===== config.mk =====
export PLATFORM = sky130hd
export DESIGN_NAME = hptt_tail_tag
export DESIGN_NICKNAME = d
export VERILOG_FILES = /design/src/hdl/hptt_tail_tag.v
export VERILOG_INCLUDE_DIRS = /design/src /design/src/hdl
export SDC_FILE = /design/constraint.sdc
export NUM_CORES = 1
export LEC_CHECK = 0
export BUFFER_PORTS_ARGS = -buffer_cell sky130_fd_sc_hd__buf_2
export CELL_PAD_IN_SITES_DETAIL_PLACEMENT = 0
export CELL_PAD_IN_SITES_GLOBAL_PLACEMENT = 1
export CORE_UTILIZATION = 50
export CTS_CLUSTER_SIZE = 12
export DETAILED_ROUTE_END_ITERATION = 7
export PLACE_DENSITY = 0.88
export RECOVER_POWER = 100
export SLEW_MARGIN = 20
export SYNTH_ARGS = -nofsm -noshare
export SYNTH_HDL_FRONTEND = slang
export SYNTH_SLANG_ARGS = --single-unit
export TNS_END_PERCENT = 1

===== constraint.sdc =====
create_clock -name clk_sys -period 5.2 [get_ports clk_sys]
set_input_delay 0.52 -clock clk_sys [delete_from_list [all_inputs] [get_ports clk_sys]]
set_output_delay 0.52 -clock clk_sys [all_outputs]
set_load 0.02 [all_outputs]

===== src/hdl/hptt_defs.vh =====
`ifndef HPTT_DEFS_VH
`define HPTT_DEFS_VH
// Operation
// - Every network port runs in discarding, learning or forwarding state.
// - Discarding ports neither join the active topology nor learn addresses.
// - Learning ports learn addresses but forward no user traffic.
// - Forwarding ports forward data normally and learn addresses.
// - Tx 0, rx 0, learning disable 1 selects discarding: no forwarding, no learning.
// - Tx 0, rx 0, learning disable 0 selects learning: learns, processor traffic only.
// - Tx 1, rx 1, learning disable 0 selects forwarding in both directions.
// - Learning disabled plus both flush bits rapidly flushes that port's table entries.
// - Discarding ports may still send override-matched frames to the processor.
// - Tail tag exists only on the host port's processor interface.
// - One appended byte names destination on ingress, source on egress.
// - Tail tag handling only while the global tail tag enable bit is set.
// - Tag byte sits after the payload, directly before the 4-byte FCS.
// - Ingress bits 3:0 pick destination ports one-hot, 1111 all, 0000 reserved.
// - Ingress bits 7:4 of 0000 to 0011 pick egress queue 0 to 3.
// - Ingress bits 7:6 of 01 force delivery to the ports in bits 3:0.
// - Ingress bit 7 set ignores bits 6:0 and uses normal address lookup.
// - Egress bits 1:0 name receiving port: 00 port 1 through 11 port 4.

`define HPTT_ST_DISC 2'b00
`define HPTT_ST_LEARN 2'b01
`define HPTT_ST_FWD 2'b10
`define HPTT_CRC_INIT 32'hffffffff
`define HPTT_CRC_POLY 32'hedb88320
`define HPTT_FCS_BYTES 3'h4
`define HPTT_ING_DLY 3'h5
`define HPTT_TAG_LOOKUP_BIT 7
`define HPTT_TAG_FORCE 2'h1
`define HPTT_TAG_QSEL 2'h0

`endif


===== src/hdl/hptt_tail_tag.v =====
`timescale 1ns/1ns
`include "hptt_defs.vh"

// Sits on the host port only; network ports never see a tail tag.
module hptt_tail_tag (
    // Clock and reset
    input wire clk_sys,
    input wire rst_n,
    // Global configuration
    input wire tail_tag_en,
    input wire flush_dyn_en,
    input wire flush_sta_en,
    // Per-port tree settings, ports 1..4 on bits 0..3
    input wire [3:0] tx_en,
    input wire [3:0] rx_en,
    input wire [3:0] learn_dis,
    output wire [7:0] port_state,
    output wire [3:0] port_fwd,
    output wire [3:0] port_learn,
    output reg [3:0] flush_req_r,
    // Host ingress byte stream
    input wire hin_valid,
    input wire [7:0] hin_data,
    input wire hin_last,
    output wire hin_ready,
    // Ingress toward the fabric
    output reg fin_valid_r,
    output reg [7:0] fin_data_r,
    output reg fin_last_r,
    output reg [3:0] fin_dest_r,
    output reg [1:0] fin_queue_r,
    output reg fin_force_r,
    output reg fin_lookup_r,
    input wire fin_ready,
    // Fabric egress toward the host
    input wire fe_valid,
    input wire [7:0] fe_data,
    input wire fe_last,
    input wire [1:0] fe_src,
    input wire fe_override,
    output wire fe_ready,
    // Host egress byte stream
    output reg hout_valid_r,
    output reg [7:0] hout_data_r,
    output reg hout_last_r,
    input wire hout_ready
);

    localparam I_IN = 1'b0;
    localparam I_CRC = 1'b1;
    localparam E_IN = 2'h0;
    localparam E_TAG = 2'h1;
    localparam E_CRC = 2'h2;

    function [1:0] st_dec;
        input t;
        input r;
        input l;
        begin
            if (t && r && !l)
                st_dec = `HPTT_ST_FWD;
            else if (!t && !r && !l)
                st_dec = `HPTT_ST_LEARN;
            else
                st_dec = `HPTT_ST_DISC;
        end
    endfunction

    // Reflected Ethernet CRC, one byte LSB first
    function [31:0] crc8;
        input [31:0] c;
        input [7:0] d;
        integer i;
        reg [31:0] x;
        begin
            x = c;
            for (i = 0; i < 8; i = i + 1) begin
                if (x[0] ^ d[i])
                    x = {1'b0, x[31:1]} ^ `HPTT_CRC_POLY;
                else
                    x = {1'b0, x[31:1]};
            end
            crc8 = x;
        end
    endfunction

    // Port state decode and flush
    wire [3:0] flush_cond;
    reg [3:0] flush_prev_r;
    genvar p;
    generate
        for (p = 0; p < 4; p = p + 1) begin : g_port
            wire [1:0] st = st_dec(tx_en[p], rx_en[p], learn_dis[p]);
            assign port_state[2*p+1:2*p] = st;
            assign port_fwd[p] = (st == `HPTT_ST_FWD);
            assign port_learn[p] = (st != `HPTT_ST_DISC);
            assign flush_cond[p] = learn_dis[p] && flush_dyn_en && flush_sta_en;
        end
    endgenerate

    // One pulse per newly met condition, so a held setting flushes once
    always @(posedge clk_sys or negedge rst_n) begin
        if (!rst_n) begin
            flush_prev_r <= 4'h0;
            flush_req_r <= 4'h0;
        end else begin
            flush_prev_r <= flush_cond;
            flush_req_r <= flush_cond & ~flush_prev_r;
        end
    end

    // Ingress: host to fabric
    reg ist_r;
    reg imid_r;
    reg itag_r;
    reg [39:0] ish_r;
    reg [2:0] icnt_r;
    reg [31:0] icrc_r;
    reg [1:0] iidx_r;
    wire islot = !fin_valid_r || fin_ready;
    assign hin_ready = (ist_r == I_IN) && islot;
    wire ifire = hin_valid && hin_ready;
    // Mode is frozen per frame so a mid-frame toggle cannot split a frame
    wire itag = imid_r ? itag_r : tail_tag_en;
    wire ifull = (icnt_r == `HPTT_ING_DLY);
    wire [31:0] icrc_n = crc8(icrc_r, ish_r[39:32]);
    wire [7:0] itb = ish_r[31:24];

    always @(posedge clk_sys or negedge rst_n) begin
        if (!rst_n) begin
            ist_r <= I_IN;
            imid_r <= 1'b0;
            itag_r <= 1'b0;
            ish_r <= 40'h0;
            icnt_r <= 3'h0;
            icrc_r <= `HPTT_CRC_INIT;
            iidx_r <= 2'h0;
            fin_valid_r <= 1'b0;
            fin_data_r <= 8'h00;
            fin_last_r <= 1'b0;
            fin_dest_r <= 4'h0;
            fin_queue_r <= 2'h0;
            fin_force_r <= 1'b0;
            fin_lookup_r <= 1'b0;
        end else begin
            if (fin_valid_r && fin_ready)
                fin_valid_r <= 1'b0;
            case (ist_r)
                I_IN: begin
                    if (ifire) begin
                        imid_r <= !hin_last;
                        itag_r <= itag;
                        if (!itag) begin
                            fin_valid_r <= 1'b1;
                            fin_data_r <= hin_data;
                            fin_last_r <= hin_last;
                            fin_dest_r <= 4'h0;
                            fin_queue_r <= 2'h0;
                            fin_force_r <= 1'b0;
                            fin_lookup_r <= 1'b1;
                        end else begin
                            // Tag plus FCS held back: last five bytes never go out raw
                            ish_r <= {ish_r[31:0], hin_data};
                            if (!ifull)
                                icnt_r <= icnt_r + 3'h1;
                            if (ifull) begin
                                fin_valid_r <= 1'b1;
                                fin_data_r <= ish_r[39:32];
                                fin_last_r <= 1'b0;
                                icrc_r <= icrc_n;
                            end
                            // Runts shorter than tag plus FCS plus one byte vanish
                            if (hin_last) begin
                                icnt_r <= 3'h0;
                                if (ifull) begin
                                    ist_r <= I_CRC;
                                    iidx_r <= 2'h0;
                                    fin_lookup_r <= itb[`HPTT_TAG_LOOKUP_BIT]
                                        || (itb[3:0] == 4'h0);
                                    fin_force_r <= (itb[7:6] == `HPTT_TAG_FORCE);
                                    fin_dest_r <= itb[`HPTT_TAG_LOOKUP_BIT] ? 4'h0
                                        : itb[3:0];
                                    fin_queue_r <= (itb[7:6] == `HPTT_TAG_QSEL) ? itb[5:4]
                                        : 2'h0;
                                end
                            end
                        end
                    end
                end
                I_CRC: begin
                    if (islot) begin
                        fin_valid_r <= 1'b1;
                        fin_data_r <= ~icrc_r[7:0];
                        fin_last_r <= (iidx_r == 2'h3);
                        icrc_r <= {8'h00, icrc_r[31:8]};
                        iidx_r <= iidx_r + 2'h1;
                        if (iidx_r == 2'h3) begin
                            ist_r <= I_IN;
                            icrc_r <= `HPTT_CRC_INIT;
                        end
                    end
                end
                default: ist_r <= I_IN;
            endcase
        end
    end

    // Egress: fabric to host
    reg [1:0] est_r;
    reg emid_r;
    reg etag_r;
    reg eok_r;
    reg [1:0] esrc_r;
    reg [31:0] esh_r;
    reg [2:0] ecnt_r;
    reg [31:0] ecrc_r;
    reg [1:0] eidx_r;
    wire eslot = !hout_valid_r || hout_ready;
    assign fe_ready = (est_r == E_IN) && eslot;
    wire efire = fe_valid && fe_ready;
    wire etag = emid_r ? etag_r : tail_tag_en;
    wire [1:0] esrc = emid_r ? esrc_r : fe_src;
    wire [1:0] fe_st = port_state[{fe_src, 1'b0} +: 2];
    // Discarding ports reach the host only with override frames
    wire eok = emid_r ? eok_r : ((fe_st != `HPTT_ST_DISC) || fe_override);
    wire efull = (ecnt_r == `HPTT_FCS_BYTES);
    wire [31:0] ecrc_n = crc8(ecrc_r, esh_r[31:24]);
    wire [7:0] etb = {6'h00, esrc_r};

    always @(posedge clk_sys or negedge rst_n) begin
        if (!rst_n) begin
            est_r <= E_IN;
            emid_r <= 1'b0;
            etag_r <= 1'b0;
            eok_r <= 1'b0;
            esrc_r <= 2'h0;
            esh_r <= 32'h0;
            ecnt_r <= 3'h0;
            ecrc_r <= `HPTT_CRC_INIT;
            eidx_r <= 2'h0;
            hout_valid_r <= 1'b0;
            hout_data_r <= 8'h00;
            hout_last_r <= 1'b0;
        end else begin
            if (hout_valid_r && hout_ready)
                hout_valid_r <= 1'b0;
            case (est_r)
                E_IN: begin
                    if (efire) begin
                        emid_r <= !fe_last;
                        etag_r <= etag;
                        esrc_r <= esrc;
                        eok_r <= eok;
                        if (!etag) begin
                            if (eok) begin
                                hout_valid_r <= 1'b1;
                                hout_data_r <= fe_data;
                                hout_last_r <= fe_last;
                            end
                        end else begin
                            esh_r <= {esh_r[23:0], fe_data};
                            if (!efull)
                                ecnt_r <= ecnt_r + 3'h1;
                            if (efull && eok) begin
                                hout_valid_r <= 1'b1;
                                hout_data_r <= esh_r[31:24];
                                hout_last_r <= 1'b0;
                                ecrc_r <= ecrc_n;
                            end
                            if (fe_last) begin
                                ecnt_r <= 3'h0;
                                if (efull && eok)
                                    est_r <= E_TAG;
                            end
                        end
                    end
                end
                E_TAG: begin
                    if (eslot) begin
                        hout_valid_r <= 1'b1;
                        hout_data_r <= etb;
                        hout_last_r <= 1'b0;
                        ecrc_r <= crc8(ecrc_r, etb);
                        eidx_r <= 2'h0;
                        est_r <= E_CRC;
                    end
                end
                E_CRC: begin
                    if (eslot) begin
                        hout_valid_r <= 1'b1;
                        hout_data_r <= ~ecrc_r[7:0];
                        hout_last_r <= (eidx_r == 2'h3);
                        ecrc_r <= {8'h00, ecrc_r[31:8]};
                        eidx_r <= eidx_r + 2'h1;
                        if (eidx_r == 2'h3) begin
                            est_r <= E_IN;
                            ecrc_r <= `HPTT_CRC_INIT;
                        end
                    end
                end
                default: est_r <= E_IN;
            endcase
        end
    end

endmodule


# Word-level counts from Yosys, hierarchy flattened
# Index checks and enable logic that the tools add are counted.
[word_totals]
register_bits = 192
latch_bits = 0
ramBits = 0
mem_bits_ro = 0
input_bits = 42
out_inout_bits = 50
wordCells = 328
n_memories = 0
[op_classes]
add_sub_neg = 4
mul = 0
div = 0
order_cmp = 0
eq_ne = 30
shift = 1
n_mux = 141
bitwise = 47
n_reduce_logical = 77
[op_table]
columns = ["cell", "n"]
rows = [
  ["2-to-1 mux 32 bit", 49],
  ["inverter 13 -> 14 bit", 23],
  ["one-hot mux 32 bit (3 select lines)", 1],
  ["2-to-1 mux 8 bit", 10],
  ["one-hot mux 32 bit (2 select lines)", 1],
  ["2-to-1 mux 2 bit", 22],
  ["2-to-1 mux 1 bit", 40],
  ["logical AND 1 bit", 31],
  ["!= test 2 bit (second input constant)", 13],
  ["one-hot mux 8 bit (3 select lines)", 1],
  ["bitwise XOR 1 bit", 18],
  ["logical NOT 1 bit", 16],
  ["2-to-1 mux 4 bit", 4],
  ["inverter 8 bit", 2],
  ["one-hot mux 8 bit (2 select lines)", 1],
  ["AND reduction 4 bit", 4],
  ["AND reduction 3 bit", 5],
  ["== test 2 bit (second input constant)", 7],
  ["2-to-1 mux 3 bit", 4],
  ["AND reduction 6 bit", 2],
  ["nonzero test 2 bit", 6],
  ["one-hot mux 1 bit (2 select lines)", 4],
  ["one-hot mux 2 bit (2 select lines)", 2],
  ["indexed part select 8 x 4 -> 2 bit", 1],
  ["20 further kinds", 33],
]

# Depth between registers and ports, before layout
# Gate-level depths: netlist of the first run.
[logic_depth]
depth_word = 32
ltp_mapped = 10
ltp_nobuf = 8

# Least setup slack after synthesis of the first run
# No wires, ideal clock.
[synth_path]
path_type = "in2reg"
from = "input tx_en[0]"
to = "register ecrc_r[25]"
setup_ns = 0.082
arrival_ns = 2.426
required_time_ns = 5.118
slack_ns = 2.692
stages = 7
n_path_buf = 1
path_cell_list = "or2_2 -> a21oi_1 -> a22oi_1 -> a211oi_1 -> o21ai_1 -> buf_2 -> mux2_2"
[synth_between]
elab_chain_len = 12
word_cells_on_any_way = 14
cone_classes = "1 x eq/ne; 1 x shift; 3 x mux; 9 x reduce/logical"
[synth_rtl]
columns = ["item", "line", "source"]
rows = [
  ["from (decl)", "hptt_tail_tag.v:14", "input wire [3:0] tx_en,"],
  ["logical NOT 1 bit", "hptt_tail_tag.v:62", "else if (!t && !r && !l)"],
  ["logical AND 1 bit (2 in a row)", "hptt_tail_tag.v:62", ""],
  ["2-to-1 mux 1 bit", "hptt_tail_tag.v:62", ""],
  ["2-to-1 mux 2 bit (*)", "hptt_tail_tag.v:60", "if (t && r && !l)"],
  ["indexed part select 8 x 4 -> 2 bit (*)", "hptt_tail_tag.v:223", "wire [1:0] fe_st = port_state[{fe_src, 1'b0} +: 2];"],
  ["nonzero test 2 bit (no line) (*)", "-", ""],
  ["logical OR 1 bit (*)", "hptt_tail_tag.v:225", "wire eok = emid_r ? eok_r : ((fe_st != `HPTT_ST_DISC) || fe_override);"],
  ["2-to-1 mux 1 bit (*)", "hptt_tail_tag.v:225", ""],
  ["logical AND 1 bit (*)", "hptt_tail_tag.v:264", "if (efull && eok) begin"],
  ["!= test 2 x 1 -> 1 bit (no line) (*)", "-", ""],
  ["AND reduction 6 bit (no line) (*)", "-", ""],
  ["to (signal assigned)", "hptt_tail_tag.v:239", "ecrc_r <= `HPTT_CRC_INIT;"],
  ["to (signal assigned)", "hptt_tail_tag.v:268", "ecrc_r <= ecrc_n;"],
  ["to (signal assigned)", "hptt_tail_tag.v:283", "ecrc_r <= crc8(ecrc_r, etb);"],
  ["to (decl)", "hptt_tail_tag.v:216", "reg [31:0] ecrc_r;"],
]
# Mark *: on every way between the ends. The rest lies on a longest branch, timed or not.
# A chain may end at the register's enable or synchronous reset.

# Worst setup path after layout of the first run
[layout_path]
from = "register emid_r"
to = "register ecnt_r[1]"
[layout_between]
elab_chain_len = 2
[layout_rtl]
columns = ["item", "line", "source"]
rows = [
  ["from (decl)", "hptt_tail_tag.v:210", "reg emid_r;"],
  ["from (signal assigned)", "hptt_tail_tag.v:250", "emid_r <= !fe_last;"],
  ["2-to-1 mux 1 bit", "hptt_tail_tag.v:221", "wire etag = emid_r ? etag_r : tail_tag_en;"],
  ["AND reduction 4 bit (no line)", "-", ""],
  ["to (signal assigned)", "hptt_tail_tag.v:263", "ecnt_r <= ecnt_r + 3'h1;"],
  ["to (decl)", "hptt_tail_tag.v:215", "reg [2:0] ecnt_r;"],
]
# No other way between the ends.

==> results of run 1 <==
==> cell families (layout without fill, tap and decap cells) <==
group / count (synthesis) / count (layout) / share of synthesized area
AOI/OAI and AO/OA: 195 / 195 / 0.1063
adders and majority gates: 10 / 10 / 0.01139
DFF: 192 / 192 / 0.4447
and+or+nand+nor: 295 / 295 / 0.1120
muxes: 108 / 108 / 0.1083
xor gates and xnor gates: 197 / 197 / 0.1897
buffers and inverters: 74 / 151 / 0.02757
==> flip-flops by register name, summed over array words and instances (netlist names), 2 cells and up <==
| register | cells |
|---|---|
| ish_r | 40 |
| ecrc_r | 32 |
| esh_r | 32 |
| icrc_r | 32 |
| fin_data_r | 8 |
| hout_data_r | 8 |
| fin_dest_r | 4 |
| flush_prev_r | 4 |
| flush_req_r | 4 |
| ecnt_r | 3 |
| icnt_r | 3 |
| eidx_r | 2 |
| esrc_r | 2 |
| est_r | 2 |
| fin_queue_r | 2 |
| iidx_r | 2 |
==> final timing paths <==
check                                       to  slack, ps             from  cells after the start
worst max-delay path                 ecnt_r[1]       1590           emid_r                      4
worst max register to register       ecnt_r[1]       1590           emid_r                      4
worst min-delay path                  esh_r[1]        300       fe_data[1]                      3
min in group asynchronous       flush_req_r[1]        850            rst_n                      1
max in group asynchronous            icnt_r[1]       1970            rst_n                      2
worst min register to register  flush_req_r[0]        390  flush_prev_r[0]                      1
==> placed cells by master (no fill, tap or decap), drive strengths merged, types with 11 or more instances in the layout <==
master and instances:
buf 44, o22ai 12, xnor2 138, a21oi 38, o221ai 11, mux2 87, dfstp 64, clkbuf 74
nor2 63, xnor3 11, mux2i 21, o21ai 88, inv 31, xor2 47, dfrtp 128, nand2 179
==> cell type report <==
cell class / count / share of cell area
clock buffer: 17 / 0.03484
multi-input combinational: 805 / 0.4748
timing repair buffer: 101 / 0.03709
inverter: 18 / 0.005533
clock inverter: 15 / 0.01947
tap: 275 / 0.02818
sequential: 192 / 0.4000
==> worst min-delay path, delay by kind of cell <==
kind	cells	cell delay, ps
and+or+nand+nor	2	100
buffers and inverters	1	100
==> metal layers <==
| metal | vias up | global-route usage | share of wire |
|---|---|---|---|
| met4 | 0 | 0.06061 | 0.013 |
| met5 | - | 0 | 0 |
| met1 | 3944 | 0.3060 | 0.45 |
| met3 | 21 | 0.03939 | 0.038 |
| li1 | 3760 | - | - |
| met2 | 147 | 0.3972 | 0.50 |
==> metrics by stage <==
step	cell area, um2	std cells	hold WS [ps]	utilization
after floorplan	10980	1071	224.4	-
after global placement	11650	1391	385.5	0.5472
after detailed placement	11650	1391	383.5	0.5472
after CTS	12310	1423	195.6	0.5783
after global routing	12210	1423	297.2	0.5736
final	12210	1423	304.5	0.5736
==> results.md, run 1 <==
Status:
- The flow ran to the end, but the final reports show violations.
- The final reports fail on max-capacitance violations, max-slew violations.

Worst setup path:
- Data on the critical path is required at its endpoint by 5540 ps.
- The slowest cell on the critical path is sky130_fd_sc_hd__or2_0.
- The most repeated library cell on the critical path is sky130_fd_sc_hd__o21ai_0.
- The kind of end point of the critical path is a flip-flop.
- The setup path with the least slack is of type flip-flop to flip-flop.
- Walking the worst path, the cells encountered are mux2i_1 -> or2_0 -> o21ai_0 -> o21ai_0.
- The critical-path maximum fanout is 35.
- The worst setup path is launched from a flip-flop.
- Data on the critical path arrives at its endpoint at 3950 ps.
- The cell family contributing the most delay on the critical path is simple AND/OR/NAND/NOR gates.
- The buffering stage count on the worst path with inverters included is 0.
- The largest stage delay on the critical path is 1420 ps.

Place:
- Prior to clock tree synthesis, the placed netlist has a worst setup slack of 2033 ps.
- The count of buffers added on input and output ports is 91.
- The half-perimeter wire length after detailed placement is 16740 um.
- Routability-driven placement finished with a final weighted congestion of 0.8469.

Drt:
- The number of remaining DRC errors is 0.
- The number of vias after detailed routing is 7872.
- The total iterations of the first detailed-routing run is 5.
- The post-detailed-route count of antenna-violating nets is 0.
- Wires add up to 24790 um.
- For this block, the initial DRC count from the detailed router was 409.
- The wire length per cell is 17.42 um.
- In the routed layout, each cell is associated on average with a via count of 5.532.

Global route:
- Global routing finished with a remaining overflow of 0.
- The number of global-route vias before repair was 7791.
- In the global route stage, overall resource usage came out at 0.2327.
- The first global-routing pass estimated 40790 um of wire.
- The number of antenna violations at the first check in global routing is 0.
- The largest net degree at the start of global routing is 101.

Final layout:
- For this run, the post-layout net count is 1187.
- The area occupied by registers is 0.004885 mm2.
- Fill cells in the final layout number 1852.
- The combined area of the multi-input logic cells is 0.005798 mm2.
- The share of post-route cells with drive strength above 1 is 0.2221.
- The growth of design area from synthesis to finish is 11.18%.
- The number of antenna diodes is 0.

CTS:
- The number of buffers created by CTS is 17.
- No sink is reached through more buffers than the 2 on the longest clock path.
- The H-tree generated during clock tree synthesis spans 4 levels.
- The clock tree from TritonCTS is built.
- Post-CTS timing repair inserted 0 buffers for setup.
- The clock transition at the register clock pins on the worst setup and hold paths after CTS is 90 ps.
- Clock latency on the worst-skew pair, taken at its later pin, is 450 ps.
- The clock root buffer master is sky130_fd_sc_hd__clkbuf_16.
- Once the clock tree was built, the resizer swapped 0 gates to a different size.
- After clock tree synthesis, the flow added hold-fix buffers numbering 0.
- The TritonCTS sink count is 192.

Logic synthesis:
- The commonest cells after synthesis are 179 x sky130_fd_sc_hd__nand2_1, 128 x sky130_fd_sc_hd__dfrtp_1, 125 x sky130_fd_sc_hd__xnor2_1.
- The post-synth net total is 1123.
- The most used flip-flop cell after synthesis is sky130_fd_sc_hd__dfrtp_1.
- The post-synthesis instance area is 0.01098 mm2.
- The largest area contributor in the netlist is sky130_fd_sc_hd__dfrtp_1.
- The post-synthesis instance total is 1071.
- The mean cell area of the mapped netlist is 10.25 um2.
- The number of different library cells in the post-synthesis netlist is 53.
- Of the post-synthesis cell area, the dominant cell type holds 0.2916.
- The share of the Yosys chip area taken by registers is 0.4447.
- Counting flops with a built-in enable in the synthesized netlist gives 0.
- Of all flip-flops after synthesis, the portion carrying an async set or reset was 1.000.
- Yosys printed 0 warnings.
- Ranked by total cell area, the synthesized netlist is headed by sky130_fd_sc_hd__dfrtp_1 29%, sky130_fd_sc_hd__dfstp_2 15%, sky130_fd_sc_hd__xnor2_1 10%.
- The number of register bits inferred by synthesis is 192.
- In the post-synthesis netlist, the cell with the most instances is sky130_fd_sc_hd__nand2_1.

Hold path:
- The classification of the worst-slack hold path is primary input to flip-flop.

Die:
- The width of the die is 150.2 um.
- The initial utilization of the core area, before any placement, comes to 0.5160.
- From bottom edge to top edge, the die measures 150.2 um.
- The overall die area is 0.02256 mm2.
- The placeable core region is 0.02129 mm2.
- The initialized floorplan defines 53 standard-cell rows.
- The I/O pin total is 92.

STA:
- The slew at the pin with the worst max-slew slack is 2572 ps.
- The number of pins with negative max-slew slack in the final report is 161.
- The time the worst path needs with I/O delays and setup is 3611 ps.
- Setup total negative slack on the finished layout was measured at 0 ps.
- The clock skew is 19.95 ps.
- The number of setup violations in the final report is 0.
- Headroom to the max-slew limit came out at -0.7150.
- The final number of hold-violating endpoints is 0.
- Setup repair after global routing left no endpoint under its margin.
- The final setup slack of the worst path is 1589 ps.
- Of the available clock period, the critical path in the final layout requires 0.6944.
- Timing would allow up to 276.9 MHz.

Job:
- The number of max-cap violations is 5.
Power of run 1 is not shown: default switching activity piles up to over one toggle a cycle in this logic, so the estimate is an artifact.
==> run 2: changes to the inputs <==
Settings changed: CORE_UTILIZATION 50 to 43, PLACE_DENSITY 0.88 to 0.8.
Clock period 5.2 ns to 3 ns, I/O delays scaled along.
==> results.md, run 2 (synthesized netlist as in run 1, its figures left out) <==
Status:
- Status: complete, but fails checks (unchanged).
- Violated checks: max-capacitance violations, max-slew violations (unchanged).

Final layout:
- The number of antenna diodes is 0 (unchanged).
- The leading cell type in the layout, fill and taps excluded is sky130_fd_sc_hd__nand2_1 (unchanged).
- The number of flip-flops in the largest register is 40 (unchanged).
- The share of post-route cells with drive strength above 1 is 0.2302 (was 0.2221).
- The fill cell instance count of the final layout is 2406 (was 1852).
- Top library cells by usage in the layout, fill and taps aside: 179 x sky130_fd_sc_hd__nand2_1, 128 x sky130_fd_sc_hd__dfrtp_1, 125 x sky130_fd_sc_hd__xnor2_1 (unchanged).
- The most flop-heavy register is ish_r (unchanged).
- The growth of design area from synthesis to finish is 12.88% (was 11.18%).
- The layout net count is 1203 (was 1187).

Die:
- The width of the die is 161.8 um (was 150.2 um).
- The overall die area is 0.02619 mm2 (was 0.02256 mm2).
- The placeable core region is 0.02511 mm2 (was 0.02129 mm2).
- The height of the die is 161.8 um (was 150.2 um).
- The placement row count came to 58 (was 53).
- The starting density of the core is 0.4374 (was 0.5160).
- The I/O pin total is 92 (unchanged).

STA:
- The summed negative setup slack over all endpoints came to 0 ps (unchanged).
- The number of pins with negative max-slew slack in the final report is 72 (was 161).
- The final number of hold-violating endpoints is 0 (unchanged).
- The post-route clock period utilization is 0.8888 (was 0.6944).
- The number of setup violations in the final report came to 0 (unchanged).
- The clock skew is 22.69 ps (was 19.95 ps).
- The slew at the pin with the worst max-slew slack came to 1730 ps (was 2572 ps).
- The relative max-transition margin is -0.1536 (was -0.7150).
- The top achievable clock speed came to 375.0 MHz (was 276.9 MHz).
- The time the worst path needs with I/O delays and setup was 2666 ps (was 3611 ps).
- Setup repair after global routing missed its margin: no (unchanged).

CTS:
- The CTS H-tree depth is 4 (unchanged).
- The clock root buffer master is sky130_fd_sc_hd__clkbuf_16 (unchanged).
- The clock insertion delay at the later pin of the skew report is 450 ps (about the same).
- The clock transition at the register clock pins on the worst setup and hold paths after CTS is 90 ps (about the same).
- The TritonCTS sink count is 192 (unchanged).
- The post-CTS setup buffer count is 0 (unchanged).
- The number of buffers created by CTS came to 17 (unchanged).
- The maximum clock path buffer count is 2 (unchanged).
- The clock tree from TritonCTS is built (unchanged).

Worst setup path:
- The data arrival time of the critical path is 3040 ps (was 3950 ps).
- The depth of the most critical reg-to-reg path is 6 (was 4).
- The critical-path maximum fanout is 9 (was 35).
- The critical setup path kind is flip-flop to flip-flop (unchanged).
- The end of the worst register-to-register path is ecrc_r[24] (was ecnt_r[1]).
- The required time of the worst setup path is 3380 ps (was 5540 ps).
- The kind of end point of the critical path is a flip-flop (unchanged).
- The slack of the worst reg-to-reg path is 330 ps (was 1590 ps).
- The startpoint kind of the worst setup timing path is a flip-flop (unchanged).
- The startpoint of the worst-slack reg-to-reg timing path was ecrc_r[5] (was emid_r).

Drt:
- The number of remaining DRC errors is 0 (unchanged).
- The post-detailed-route count of antenna-violating nets is 0 (unchanged).
- The final wirelength is 24650 um (was 24790 um).
- The total iterations of the first detailed-routing run is 5 (unchanged).
- The wire length per cell is 16.50 um (was 17.42 um).
- The number of DRC markers in iteration 0 is 405 (was 409).
- The via-per-instance ratio was 5.198 (was 5.532).
- The number of vias after detailed routing is 7766 (was 7872).

Hold path:
- The classification of the worst-slack hold path was primary input to flip-flop (unchanged).
- The hold-critical path endpoint is esh_r[5] (was esh_r[1]).
- The hold path startpoint is fe_data[5] (was fe_data[1]).
- The number of cells on the worst hold path came to 3 (unchanged).

Global route:
- The number of antenna violations at the first check in global routing came to 0 (unchanged).
- The number of global-route vias before repair is 7711 (was 7791).
- The wire length of the first global-routing pass came to 40970 um (was 40790 um).
- The remaining global-route overflow is 0 (unchanged).
- The total track usage is 0.1972 (was 0.2327).
- The largest net degree at the start of global routing came to 78 (was 101).

Place:
- The total of buffers placed on input and output ports is 91 (unchanged).
- The half-perimeter wire length after detailed placement is 17350 um (was 16740 um).
- The final weighted congestion in routability-driven placement is 0.8925 (was 0.8469).

Job:
- The number of max-cap violations is 1 (was 5).
-- run 2: stage by stage --
step | cells | hold slack (ps) | util | cell area [um2] | setup WS (ps)
floorplan | 1071 | 4.409 | - | 10980 | 712.1
global placement | 1461 | 347.8 | 0.4721 | 11850 | 582.1
detailed placement | 1461 | 344.9 | 0.4721 | 11850 | 579.8
CTS | 1494 | 67.33 | 0.4989 | 12530 | 547.8
global route | 1494 | 76.59 | 0.4938 | 12400 | 206.1
finish | 1494 | 81.37 | 0.4938 | 12400 | 333.6
-- run 2: worst max-delay path, stage by stage (launching register included) --
cell and delay, ps:
sky130_fd_sc_hd__dfstp_1 850, sky130_fd_sc_hd__xnor2_2 300, sky130_fd_sc_hd__xnor2_1 600, sky130_fd_sc_hd__xor2_1 300, sky130_fd_sc_hd__xnor2_1 150, sky130_fd_sc_hd__o221ai_1 120
sky130_fd_sc_hd__mux2_2 280
-- run 2: worst max path at each step --
stage                     endpoint  depth (start not counted)  slack (ps)  startpoint
finish                  ecrc_r[24]                          6         330   ecrc_r[5]
global route            ecrc_r[18]                          6         210   ecrc_r[5]
CTS                      ecrc_r[1]                          7         550    est_r[0]
detailed placement  hout_data_r[1]                          7         580    tx_en[2]
global placement        ecrc_r[29]                          6         580   ecrc_r[6]
floorplan               ecrc_r[25]                          7         710    tx_en[0]
-- run 2: timing repair --
item | in CTS | in global routing
gates resized for setup | 0 | 0
hold buffers | 1 | 0
endpoints found under the hold margin | 68 | 0
-- run 2: final cells by class --
cell class	count	area (um2)	area share
clock buffer	17	425.4	0.03431
clock inverter	15	237.7	0.01917
inverter	18	67.56	0.005450
multi-input combinational	805	5787	0.4667
sequential	192	4885	0.3940
tap	330	412.9	0.03330
timing repair buffer	117	583.1	0.04703
-- run 2: metal layers --
metal,wire (um),share of wire,global-route usage
met1,11410,0.46,0.2651
met2,12200,0.49,0.3274
met3,650,0.026,0.03039
met4,393,0.016,0.06003
met5,0,0,0
Power of run 2 is left out for the same reason.
